`src/cms_pkg.sv`:
```
// constants, register map and types for the cycle measurement stall detector
package cms_pkg;
  localparam int ADDR_W = 8;
  localparam int DATA_W = 32;
  localparam int STRB_W = 4;
  localparam int CNT_W = 16;
  localparam int NUM_FLAGS = 5;
  localparam int NUM_LIMITS = 4;

  // register byte offsets
  localparam logic [ADDR_W-1:0] OFS_CTRL = 8'h00;
  localparam logic [ADDR_W-1:0] OFS_STATUS = 8'h04;
  localparam logic [ADDR_W-1:0] OFS_CLEAR = 8'h08;
  localparam logic [ADDR_W-1:0] OFS_IRQ_EN = 8'h0c;
  localparam logic [ADDR_W-1:0] OFS_WIDTH_MAX = 8'h10;
  localparam logic [ADDR_W-1:0] OFS_WIDTH_MIN = 8'h14;
  localparam logic [ADDR_W-1:0] OFS_PERIOD_MAX = 8'h18;
  localparam logic [ADDR_W-1:0] OFS_PERIOD_MIN = 8'h1c;
  localparam logic [ADDR_W-1:0] OFS_WIDTH_CAPT = 8'h20;
  localparam logic [ADDR_W-1:0] OFS_PERIOD_CAPT = 8'h24;
  localparam logic [ADDR_W-1:0] OFS_STATE = 8'h28;

  // control register fields
  localparam int CTRL_MEASURE_EN = 0;
  localparam int CTRL_EDGE_POL = 1;
  localparam int CTRL_STOP_EN = 2;
  localparam int CTRL_W = 3;
  localparam logic [CTRL_W-1:0] CTRL_RESET = 3'h0;

  // status / clear / irq enable fields
  localparam int FLAG_OVF = 0;
  localparam int FLAG_WMX = 1;
  localparam int FLAG_WMN = 2;
  localparam int FLAG_PMX = 3;
  localparam int FLAG_PMN = 4;
  localparam int FLAG_LIM_LO = 1;
  localparam logic [NUM_FLAGS-1:0] FLAGS_RESET = 5'h00;
  localparam logic [NUM_LIMITS-1:0] LIMITS_NONE = 4'h0;

  // state register fields
  localparam int STATE_COUNT_LO = 16;

  localparam logic [CNT_W-1:0] CNT_ZERO = 16'h0000;
  localparam logic [CNT_W-1:0] CNT_ONE = 16'h0001;
  localparam logic [CNT_W-1:0] CNT_FULL = 16'hffff;
  localparam logic [CNT_W-1:0] MAX_RESET = 16'hffff;
  localparam logic [CNT_W-1:0] MIN_RESET = 16'h0000;

  localparam logic [1:0] RESP_OKAY = 2'h0;
  localparam logic [1:0] RESP_SLVERR = 2'h2;

  typedef enum logic [3:0] {
    CMS_IDLE = 4'h1,
    CMS_WAIT_FIRST = 4'h2,
    CMS_MEASURE = 4'h4,
    CMS_HALT = 4'h8
  } cms_state_t;
endpackage : cms_pkg

```
`src/cms_cycle_measure.sv`:
```
// cycle measurement timer with external event stall detection and limit stop
`timescale 1ns/1ps
// Behaviour
// - a sticky timer overflow flag in the status register lets software judge whether the event input has stopped.
// - a counter wrap after measurement starts and before the first qualifying edge sets the overflow flag.
// - the first qualifying edge is rising or falling as the edge polarity select bit chooses.
// - with stop on limit enabled, measurement halts in the same cycle any of the four limit flags is set.
// - software clears the limit flag that caused the halt, and measurement then restarts.
// - after a restart a wrap before the first qualifying edge sets the overflow flag again.
module cms_cycle_measure
  import cms_pkg::*;
(
  input wire logic aclk,
  input wire logic aresetn,
  input wire logic event_input_pin,
  input wire logic [cms_pkg::ADDR_W-1:0] awaddr,
  input wire logic awvalid,
  output logic awready,
  input wire logic [cms_pkg::DATA_W-1:0] wdata,
  input wire logic [cms_pkg::STRB_W-1:0] wstrb,
  input wire logic wvalid,
  output logic wready,
  output logic [1:0] bresp,
  output logic bvalid,
  input wire logic bready,
  input wire logic [cms_pkg::ADDR_W-1:0] araddr,
  input wire logic arvalid,
  output logic arready,
  output logic [cms_pkg::DATA_W-1:0] rdata,
  output logic [1:0] rresp,
  output logic rvalid,
  input wire logic rready,
  output logic irq
);
  import cms_pkg::*;

  // limit check: bit1 = above max, bit0 = below min
  function automatic logic [1:0] limit_check(input logic [CNT_W-1:0] value, input logic [CNT_W-1:0] max_v,
                                             input logic [CNT_W-1:0] min_v);
    limit_check = {value > max_v, value < min_v};
  endfunction : limit_check

  // byte-lane merge of a 16-bit field, upper lanes have no storage
  function automatic logic [CNT_W-1:0] merge16(input logic [CNT_W-1:0] old_v, input logic [DATA_W-1:0] data,
                                               input logic [STRB_W-1:0] strb);
    merge16 = {strb[1] ? data[15:8] : old_v[15:8], strb[0] ? data[7:0] : old_v[7:0]};
  endfunction : merge16

  logic wr_en;
  logic [ADDR_W-1:0] wr_addr;
  logic [DATA_W-1:0] wr_data;
  logic [STRB_W-1:0] wr_strb;
  logic [ADDR_W-1:0] rd_addr;
  logic [DATA_W-1:0] rd_data;
  logic rd_err;
  logic wr_err;

  cms_axil_slave u_bus (
    .aclk(aclk),
    .aresetn(aresetn),
    .awaddr(awaddr),
    .awvalid(awvalid),
    .awready(awready),
    .wdata(wdata),
    .wstrb(wstrb),
    .wvalid(wvalid),
    .wready(wready),
    .bresp(bresp),
    .bvalid(bvalid),
    .bready(bready),
    .araddr(araddr),
    .arvalid(arvalid),
    .arready(arready),
    .rdata(rdata),
    .rresp(rresp),
    .rvalid(rvalid),
    .rready(rready),
    .wr_en(wr_en),
    .wr_addr(wr_addr),
    .wr_data(wr_data),
    .wr_strb(wr_strb),
    .wr_err(wr_err),
    .rd_en(),
    .rd_addr(rd_addr),
    .rd_data(rd_data),
    .rd_err(rd_err)
  );

  // software state
  logic [CTRL_W-1:0] cycle_measure_control_reg;
  logic [NUM_FLAGS-1:0] status;
  logic [NUM_FLAGS-1:0] irq_enable;
  logic [CNT_W-1:0] width_max;
  logic [CNT_W-1:0] width_min;
  logic [CNT_W-1:0] period_max;
  logic [CNT_W-1:0] period_min;

  // measurement state
  cms_state_t state;
  cms_state_t next_state;
  logic [CNT_W-1:0] timer_count;
  logic [CNT_W-1:0] next_timer_count;
  logic [CNT_W-1:0] width_capt;
  logic [CNT_W-1:0] period_capt;
  logic [NUM_LIMITS-1:0] halt_cause;
  logic event_prev;

  // write decode
  wire wr_ctrl = wr_en && (wr_addr == OFS_CTRL);
  wire wr_clear = wr_en && (wr_addr == OFS_CLEAR);
  wire wr_irq_en = wr_en && (wr_addr == OFS_IRQ_EN);
  wire wr_wmax = wr_en && (wr_addr == OFS_WIDTH_MAX);
  wire wr_wmin = wr_en && (wr_addr == OFS_WIDTH_MIN);
  wire wr_pmax = wr_en && (wr_addr == OFS_PERIOD_MAX);
  wire wr_pmin = wr_en && (wr_addr == OFS_PERIOD_MIN);
  wire wr_ro = wr_en && (wr_addr == OFS_STATUS || wr_addr == OFS_WIDTH_CAPT ||
                         wr_addr == OFS_PERIOD_CAPT || wr_addr == OFS_STATE);
  // read-only registers ignore writes but answer okay; unmapped gets slverr
  assign wr_err = !(wr_ctrl || wr_clear || wr_irq_en || wr_wmax || wr_wmin || wr_pmax || wr_pmin || wr_ro);

  wire measure_enable = cycle_measure_control_reg[CTRL_MEASURE_EN];
  wire edge_polarity_select = cycle_measure_control_reg[CTRL_EDGE_POL];
  wire stop_on_limit_enable = cycle_measure_control_reg[CTRL_STOP_EN];

  // edge detection; the pin is taken as synchronous to aclk
  wire event_rise = event_input_pin && !event_prev;
  wire event_fall = !event_input_pin && event_prev;
  wire active_edge = edge_polarity_select ? event_fall : event_rise;
  wire closing_edge = edge_polarity_select ? event_rise : event_fall;

  wire in_wait = (state == CMS_WAIT_FIRST);
  wire in_measure = (state == CMS_MEASURE);
  wire in_halt = (state == CMS_HALT);
  wire counter_wrap = (timer_count == CNT_FULL);

  // the first edge wins over a wrap in the same cycle
  wire ovf_event = measure_enable && in_wait && counter_wrap && !active_edge;
  wire width_done = measure_enable && in_measure && closing_edge;
  wire period_done = measure_enable && in_measure && active_edge;
  wire [1:0] width_chk = limit_check(timer_count, width_max, width_min);
  wire [1:0] period_chk = limit_check(timer_count, period_max, period_min);

  wire [NUM_LIMITS-1:0] limit_set = {period_done && period_chk[0], period_done && period_chk[1],
                                     width_done && width_chk[0], width_done && width_chk[1]};
  wire [NUM_FLAGS-1:0] flag_set = {limit_set, ovf_event};
  wire [NUM_FLAGS-1:0] flag_clr = wr_clear ? wr_data[NUM_FLAGS-1:0] : FLAGS_RESET;
  wire [NUM_FLAGS-1:0] next_status = (status & ~flag_clr) | flag_set;
  wire [NUM_LIMITS-1:0] limit_flags = status[NUM_FLAGS-1:FLAG_LIM_LO];
  wire halt_now = stop_on_limit_enable && (limit_set != LIMITS_NONE);
  wire cause_cleared = ((limit_flags & halt_cause) == LIMITS_NONE);

  always_comb
  begin
    next_state = state;
    next_timer_count = timer_count;
    if (!measure_enable)
    begin
      next_state = CMS_IDLE;
      next_timer_count = CNT_ZERO;
    end
    else
    begin
      unique case (state)
        CMS_IDLE:
        begin
          next_state = CMS_WAIT_FIRST;
          next_timer_count = CNT_ZERO;
        end
        CMS_WAIT_FIRST:
        begin
          if (active_edge)
          begin
            next_state = CMS_MEASURE;
            next_timer_count = CNT_ONE;
          end
          else
            next_timer_count = timer_count + CNT_ONE; // wraps on purpose
        end
        CMS_MEASURE:
        begin
          if (halt_now)
          begin
            next_state = CMS_HALT;
            next_timer_count = CNT_ZERO;
          end
          else if (period_done)
            next_timer_count = CNT_ONE;
          else if (!counter_wrap)
            next_timer_count = timer_count + CNT_ONE; // saturates so a long gap reads as max
        end
        CMS_HALT:
        begin
          if (cause_cleared)
          begin
            next_state = CMS_WAIT_FIRST;
            next_timer_count = CNT_ZERO;
          end
        end
        default:
        begin
          next_state = CMS_IDLE;
          next_timer_count = CNT_ZERO;
        end
      endcase
    end
  end

  always_ff @(posedge aclk)
  begin
    if (!aresetn)
    begin
      state <= CMS_IDLE;
      timer_count <= CNT_ZERO;
      event_prev <= 1'b0;
      halt_cause <= LIMITS_NONE;
    end
    else
    begin
      state <= next_state;
      timer_count <= next_timer_count;
      event_prev <= event_input_pin;
      if (in_measure && halt_now)
        halt_cause <= limit_set; // remembers which flag must be cleared
      else if (!in_halt)
        halt_cause <= LIMITS_NONE;
    end
  end

  always_ff @(posedge aclk)
  begin
    if (!aresetn)
    begin
      width_capt <= CNT_ZERO;
      period_capt <= CNT_ZERO;
    end
    else
    begin
      if (width_done)
        width_capt <= timer_count;
      if (period_done)
        period_capt <= timer_count;
    end
  end

  always_ff @(posedge aclk)
  begin
    if (!aresetn)
      status <= FLAGS_RESET;
    else
      status <= next_status; // set beats a clear in the same cycle
  end

  always_ff @(posedge aclk)
  begin
    if (!aresetn)
    begin
      cycle_measure_control_reg <= CTRL_RESET;
      irq_enable <= FLAGS_RESET;
      width_max <= MAX_RESET;
      width_min <= MIN_RESET;
      period_max <= MAX_RESET;
      period_min <= MIN_RESET;
    end
    else
    begin
      if (wr_ctrl && wr_strb[0])
        cycle_measure_control_reg <= wr_data[CTRL_W-1:0];
      if (wr_irq_en && wr_strb[0])
        irq_enable <= wr_data[NUM_FLAGS-1:0];
      if (wr_wmax)
        width_max <= merge16(width_max, wr_data, wr_strb);
      if (wr_wmin)
        width_min <= merge16(width_min, wr_data, wr_strb);
      if (wr_pmax)
        period_max <= merge16(period_max, wr_data, wr_strb);
      if (wr_pmin)
        period_min <= merge16(period_min, wr_data, wr_strb);
    end
  end

  // level interrupt from the registered status, so it follows the flag
  assign irq = |(status & irq_enable);

  // read decode
  wire [DATA_W-1:0] state_word = {timer_count, {(DATA_W - CNT_W - 4){1'b0}}, state};
  assign rd_err = !(rd_addr == OFS_CTRL || rd_addr == OFS_STATUS || rd_addr == OFS_CLEAR ||
                    rd_addr == OFS_IRQ_EN || rd_addr == OFS_WIDTH_MAX || rd_addr == OFS_WIDTH_MIN ||
                    rd_addr == OFS_PERIOD_MAX || rd_addr == OFS_PERIOD_MIN || rd_addr == OFS_WIDTH_CAPT ||
                    rd_addr == OFS_PERIOD_CAPT || rd_addr == OFS_STATE);
  assign rd_data =
    (rd_addr == OFS_CTRL) ? {{(DATA_W - CTRL_W){1'b0}}, cycle_measure_control_reg} :
    (rd_addr == OFS_STATUS) ? {{(DATA_W - NUM_FLAGS){1'b0}}, status} :
    (rd_addr == OFS_IRQ_EN) ? {{(DATA_W - NUM_FLAGS){1'b0}}, irq_enable} :
    (rd_addr == OFS_WIDTH_MAX) ? {{(DATA_W - CNT_W){1'b0}}, width_max} :
    (rd_addr == OFS_WIDTH_MIN) ? {{(DATA_W - CNT_W){1'b0}}, width_min} :
    (rd_addr == OFS_PERIOD_MAX) ? {{(DATA_W - CNT_W){1'b0}}, period_max} :
    (rd_addr == OFS_PERIOD_MIN) ? {{(DATA_W - CNT_W){1'b0}}, period_min} :
    (rd_addr == OFS_WIDTH_CAPT) ? {{(DATA_W - CNT_W){1'b0}}, width_capt} :
    (rd_addr == OFS_PERIOD_CAPT) ? {{(DATA_W - CNT_W){1'b0}}, period_capt} :
    (rd_addr == OFS_STATE) ? state_word :
    {DATA_W{1'b0}};
endmodule : cms_cycle_measure

```
`src/cms_axil_slave.sv`:
```
// axi4-lite slave front end: turns channel handshakes into register strobes
`timescale 1ns/1ps
module cms_axil_slave
  import cms_pkg::*;
(
  input wire logic aclk,
  input wire logic aresetn,
  input wire logic [cms_pkg::ADDR_W-1:0] awaddr,
  input wire logic awvalid,
  output logic awready,
  input wire logic [cms_pkg::DATA_W-1:0] wdata,
  input wire logic [cms_pkg::STRB_W-1:0] wstrb,
  input wire logic wvalid,
  output logic wready,
  output logic [1:0] bresp,
  output logic bvalid,
  input wire logic bready,
  input wire logic [cms_pkg::ADDR_W-1:0] araddr,
  input wire logic arvalid,
  output logic arready,
  output logic [cms_pkg::DATA_W-1:0] rdata,
  output logic [1:0] rresp,
  output logic rvalid,
  input wire logic rready,
  output logic wr_en,
  output logic [cms_pkg::ADDR_W-1:0] wr_addr,
  output logic [cms_pkg::DATA_W-1:0] wr_data,
  output logic [cms_pkg::STRB_W-1:0] wr_strb,
  input wire logic wr_err,
  output logic rd_en,
  output logic [cms_pkg::ADDR_W-1:0] rd_addr,
  input wire logic [cms_pkg::DATA_W-1:0] rd_data,
  input wire logic rd_err
);
  logic aw_held;
  logic w_held;
  wire aw_take = awvalid && awready;
  wire w_take = wvalid && wready;

  // address and data are taken independently, in either order
  assign awready = !aw_held && !bvalid;
  assign wready = !w_held && !bvalid;
  assign wr_en = aw_held && w_held && !bvalid;
  assign arready = !rvalid;
  assign rd_en = arvalid && arready;
  assign rd_addr = araddr;

  always_ff @(posedge aclk)
  begin
    if (!aresetn)
    begin
      aw_held <= 1'b0;
      w_held <= 1'b0;
      wr_addr <= '0;
      wr_data <= '0;
      wr_strb <= '0;
      bvalid <= 1'b0;
      bresp <= RESP_OKAY;
    end
    else
    begin
      if (aw_take)
      begin
        aw_held <= 1'b1;
        wr_addr <= awaddr;
      end
      if (w_take)
      begin
        w_held <= 1'b1;
        wr_data <= wdata;
        wr_strb <= wstrb;
      end
      if (wr_en)
      begin
        aw_held <= 1'b0;
        w_held <= 1'b0;
        bvalid <= 1'b1;
        bresp <= wr_err ? RESP_SLVERR : RESP_OKAY;
      end
      else if (bvalid && bready)
        bvalid <= 1'b0;
    end
  end

  always_ff @(posedge aclk)
  begin
    if (!aresetn)
    begin
      rvalid <= 1'b0;
      rdata <= '0;
      rresp <= RESP_OKAY;
    end
    else if (rd_en)
    begin
      rvalid <= 1'b1;
      rdata <= rd_data;
      rresp <= rd_err ? RESP_SLVERR : RESP_OKAY;
    end
    else if (rvalid && rready)
      rvalid <= 1'b0;
  end
endmodule : cms_axil_slave

```
`config.mk`:
```
export PLATFORM = sky130hd
export DESIGN_NAME = cms_cycle_measure
export DESIGN_NICKNAME = d
export VERILOG_FILES = /design/src/cms_pkg.sv /design/src/cms_cycle_measure.sv /design/src/cms_axil_slave.sv
export SDC_FILE = /design/constraint.sdc
export NUM_CORES = 1
export LEC_CHECK = 0
export BUFFER_PORTS_ARGS = -buffer_cell sky130_fd_sc_hd__buf_2
export CORE_MARGIN = 2
export CORE_UTILIZATION = 50
export DETAILED_ROUTE_END_ITERATION = 12
export GPL_TIMING_DRIVEN = 1
export PLACE_DENSITY = 0.76
export SLEW_MARGIN = 0
export SYNTH_ARGS = -nofsm -noshare
export SYNTH_HDL_FRONTEND = slang
export SYNTH_SLANG_ARGS = --single-unit
```
`constraint.sdc`:
```
create_clock -name aclk -period 2.7 [get_ports aclk]
set_input_delay 0.54 -clock aclk [delete_from_list [all_inputs] [get_ports aclk]]
set_output_delay 0.54 -clock aclk [all_outputs]
set_load 0.05 [all_outputs]
```
==> impl_metrics.tcl <==
set metrics [dict create \
    drc_errors 0 \
    finalCriticalPeriod_ns 2.67 \
    clock.fmax_mhz 375 \
    initial_core_util_pct 51.1 \
    layout_commonest_cell "dfxtp_1" \
    regMostFlops "u_bus.rdata" \
    antenna_cells 0 \
    gp_congestion 0.971 \
    synth_top_cell_area_share_pct 38.1 \
    post-route-period-util_pct 98.8 \
    final-hold-violation-count 0 \
    die_y_um 148 \
    cp-start-kind "flop" \
    cpPeakStageDelay_ns 0.40 \
    ios 102 \
    path_clk_slew_ns 0.07 \
    wirelength_mm 29.5 \
    rsz0062_at_grt "true" \
    setup_viol 0 \
    met3_usage_pct 4.20 \
    grt_max_degree 117 \
    crit_top_cell "a211oi_2" \
    syn_inst 1230 \
    num_rows 52 \
    path_max_fanout 4 \
    design_power_total_mw 6.03 \
    syn_to_final_growth_pct 21.0 \
    dp.cells 1620 \
    syn-cell-area_um2 10400 \
    clockRootBuffer "clkbuf_16" \
    numPortBuffers 81 \
    leakage_nw 5.86 \
    async_reset_ff_share_pct 0 \
    clock_latency_ns 0.45 \
    numClockSinks 198 \
    die-width_um 148 \
    slew_viol_final 0 \
    peakVddDrop_v 0.000364 \
    tritoncts "yes" \
    first_global_vias 9210 \
    vias 9652 \
    synth_seq_cells 198 \
    cp.required_ns 3.03 \
    end_kind "flop" \
    hpwl_mm 21.5 \
    drv_cap 0 \
    ys_seq_area_share_pct 38.1 \
    yosys-top-cells-area "dfxtp_1, mux2i_1, ha_1, nor2b_1, nand2_1" \
    top_usage_layer "met2" \
    min_path_type "input port to flop" \
    clk_path_buf_depth 2 \
    grt_pass1_wl_mm 47.0 \
    grt_use_met1_pct 33.7 \
    first_iter_violations 640 \
    worstSetupPathType "flop to flop" \
    nNetsFinal 1501 \
    status "complete, no violations" \
    ant_nets 0 \
    vias_per_cell 5.81 \
    dr.pass1.iters 6 \
    cellPowerDensity_nw_per_um2 479 \
    antenna_found_initial 0 \
    wl_per_cell_um 17.8 \
    whs_path_depth 3 \
    grt_overflow_total 0 \
    grtUsageTotal_pct 27.1 \
    worst_pin_slew_ns 1.09 \
    cp_slowest_cell "a2111oi_4" \
    cp_cell_sequence "buf_4, ha_1, a211oi_2, nor2_1, a2111oi_4, o21ai_2, o211ai_4, buf_12, o211ai_1, buf_4, a211oi_2, a211oi_2" \
    mostFrequentLayoutCells "dfxtp_1, nand2_1, nor2b_1, buf_4, mux2i_1" \
    largest_reg_flops 32 \
    cp.arrival_ns 3.00 \
    synth-warning-count 0 \
    yosys.area.top_type "dfxtp_1" \
    fp.dieArea_um2 22000 \
    synthFlopType "dfxtp_1" \
    htree_levels 4 \
    drive_gt1_share_pct 20.1 \
    ys_types 63 \
    slew_headroom_pct 25.7 \
    final_cells 1661 \
    synth_edf_count 0 \
    core_area_um2 20400 \
    numCtsBuffers 17 \
    skew_ns 0.0164 \
    ctsHoldBuffers 0 \
    finalSetupTns_ns 0 \
    reg2reg_depth 12 \
    syn_area_per_cell_um2 8.46 \
    grt_use_met2_pct 45.8 \
]
==> power breakdown <==
group	internal (mW)	switching [mW]
Clock	1.47	1.17
Sequential	2.96	0.0531
Combinational	0.131	0.249
Total	4.56	1.47
==> per-layer routing <==
metal,vias to the layer above,routed length (µm),share of wire (%)
met5,-,0,0
met4,0,1400,4.7
met3,91,1480,5.0
met2,350,14200,48
met1,4600,12500,42
li1,4611,-,-
==> logic make-up (layout without fill, tap and decap cells) <==
kind of cell / count (synthesis) / count (layout) / synth area share, %
other: 1 / 2 / 0.0360
muxes: 91 / 91 / 8.75
AOI/OAI and AO/OA: 263 / 263 / 16.6
xor gates and xnor gates: 1 / 1 / 0.0842
buffers and inverters: 147 / 307 / 5.69
adders and majority gates: 63 / 63 / 7.57
and+or+nand+nor: 466 / 466 / 23.2
DFF: 198 / 198 / 38.1
==> timing repair <==
item / CTS / global route
setup endpoints to repair: 5 / 27
resized for setup: 6 / 37
buffers inserted: 1 / 7
pin swaps: 2 / 16
gates cloned: 0 / 1
==> final cells by class <==
cell class | count | area [µm²]
inverters | 72 | 270
clock inverters | 14 | 171
fillers | 1734 | 7770
flip-flops and latches | 198 | 3980
clock buffers | 18 | 429
multi-input cells | 886 | 6020
well taps | 270 | 338
repair buffers | 203 | 1390
==> critical path: cells and delay by family, from the launching register on <==
kind                       cells  cell delay (ns)
adders and majority gates      1             0.30
DFF                            1             0.37
AOI/OAI and AO/OA              7             1.25
buffers and inverters          3             0.52
and+or+nand+nor                1             0.10
==> synth_stat cells (5+ instances only) <==
library cell  count
a21boi_0         31
nand3_1          81
a31oi_1          11
nand2b_1          5
and2_1           13
o21ai_1           6
o22ai_1          14
nand2_1         141
o21ai_0          47
mux2i_1          91
a22oi_1          32
and4_1            7
dfxtp_1         198
nor2_1           46
a21oi_1          62
o211ai_1          6
a21o_1            8
and3_1            8
nor3_1           11
nor2b_1         117
a221oi_1          6
clkbuf_1         55
nand4_1          11
inv_1            72
a211oi_1          7
ha_1             63
buf_2            10
o31ai_1           5
==> metrics by stage <==
stage | setup WS, ns | util, % | hold WS, ns | area (µm²)
2_1_floorplan | 0.352 | - | 0.439 | 10400
4_1_cts | 0.000367 | 60.8 | 0.339 | 12400
3_5_place_dp | -0.103 | 57.6 | 0.458 | 11700
3_3_place_gp | -0.0460 | 57.6 | 0.454 | 11700
5_1_grt | -0.110 | 61.9 | 0.349 | 12600
6_report | 0.0326 | 61.9 | 0.344 | 12600
==> path summary, 6_finish.rpt <==
check,startpoint,to,slack (ns)
setup / recovery,timer_count[13],timer_count[0],0.03
hold / removal,wdata[15],u_bus.wr_data[15],0.34
setup reg to reg,timer_count[13],timer_count[0],0.03
hold reg to reg,u_bus.rdata[1],u_bus.rdata[1],0.47
(Power assumes the default switching activity.)
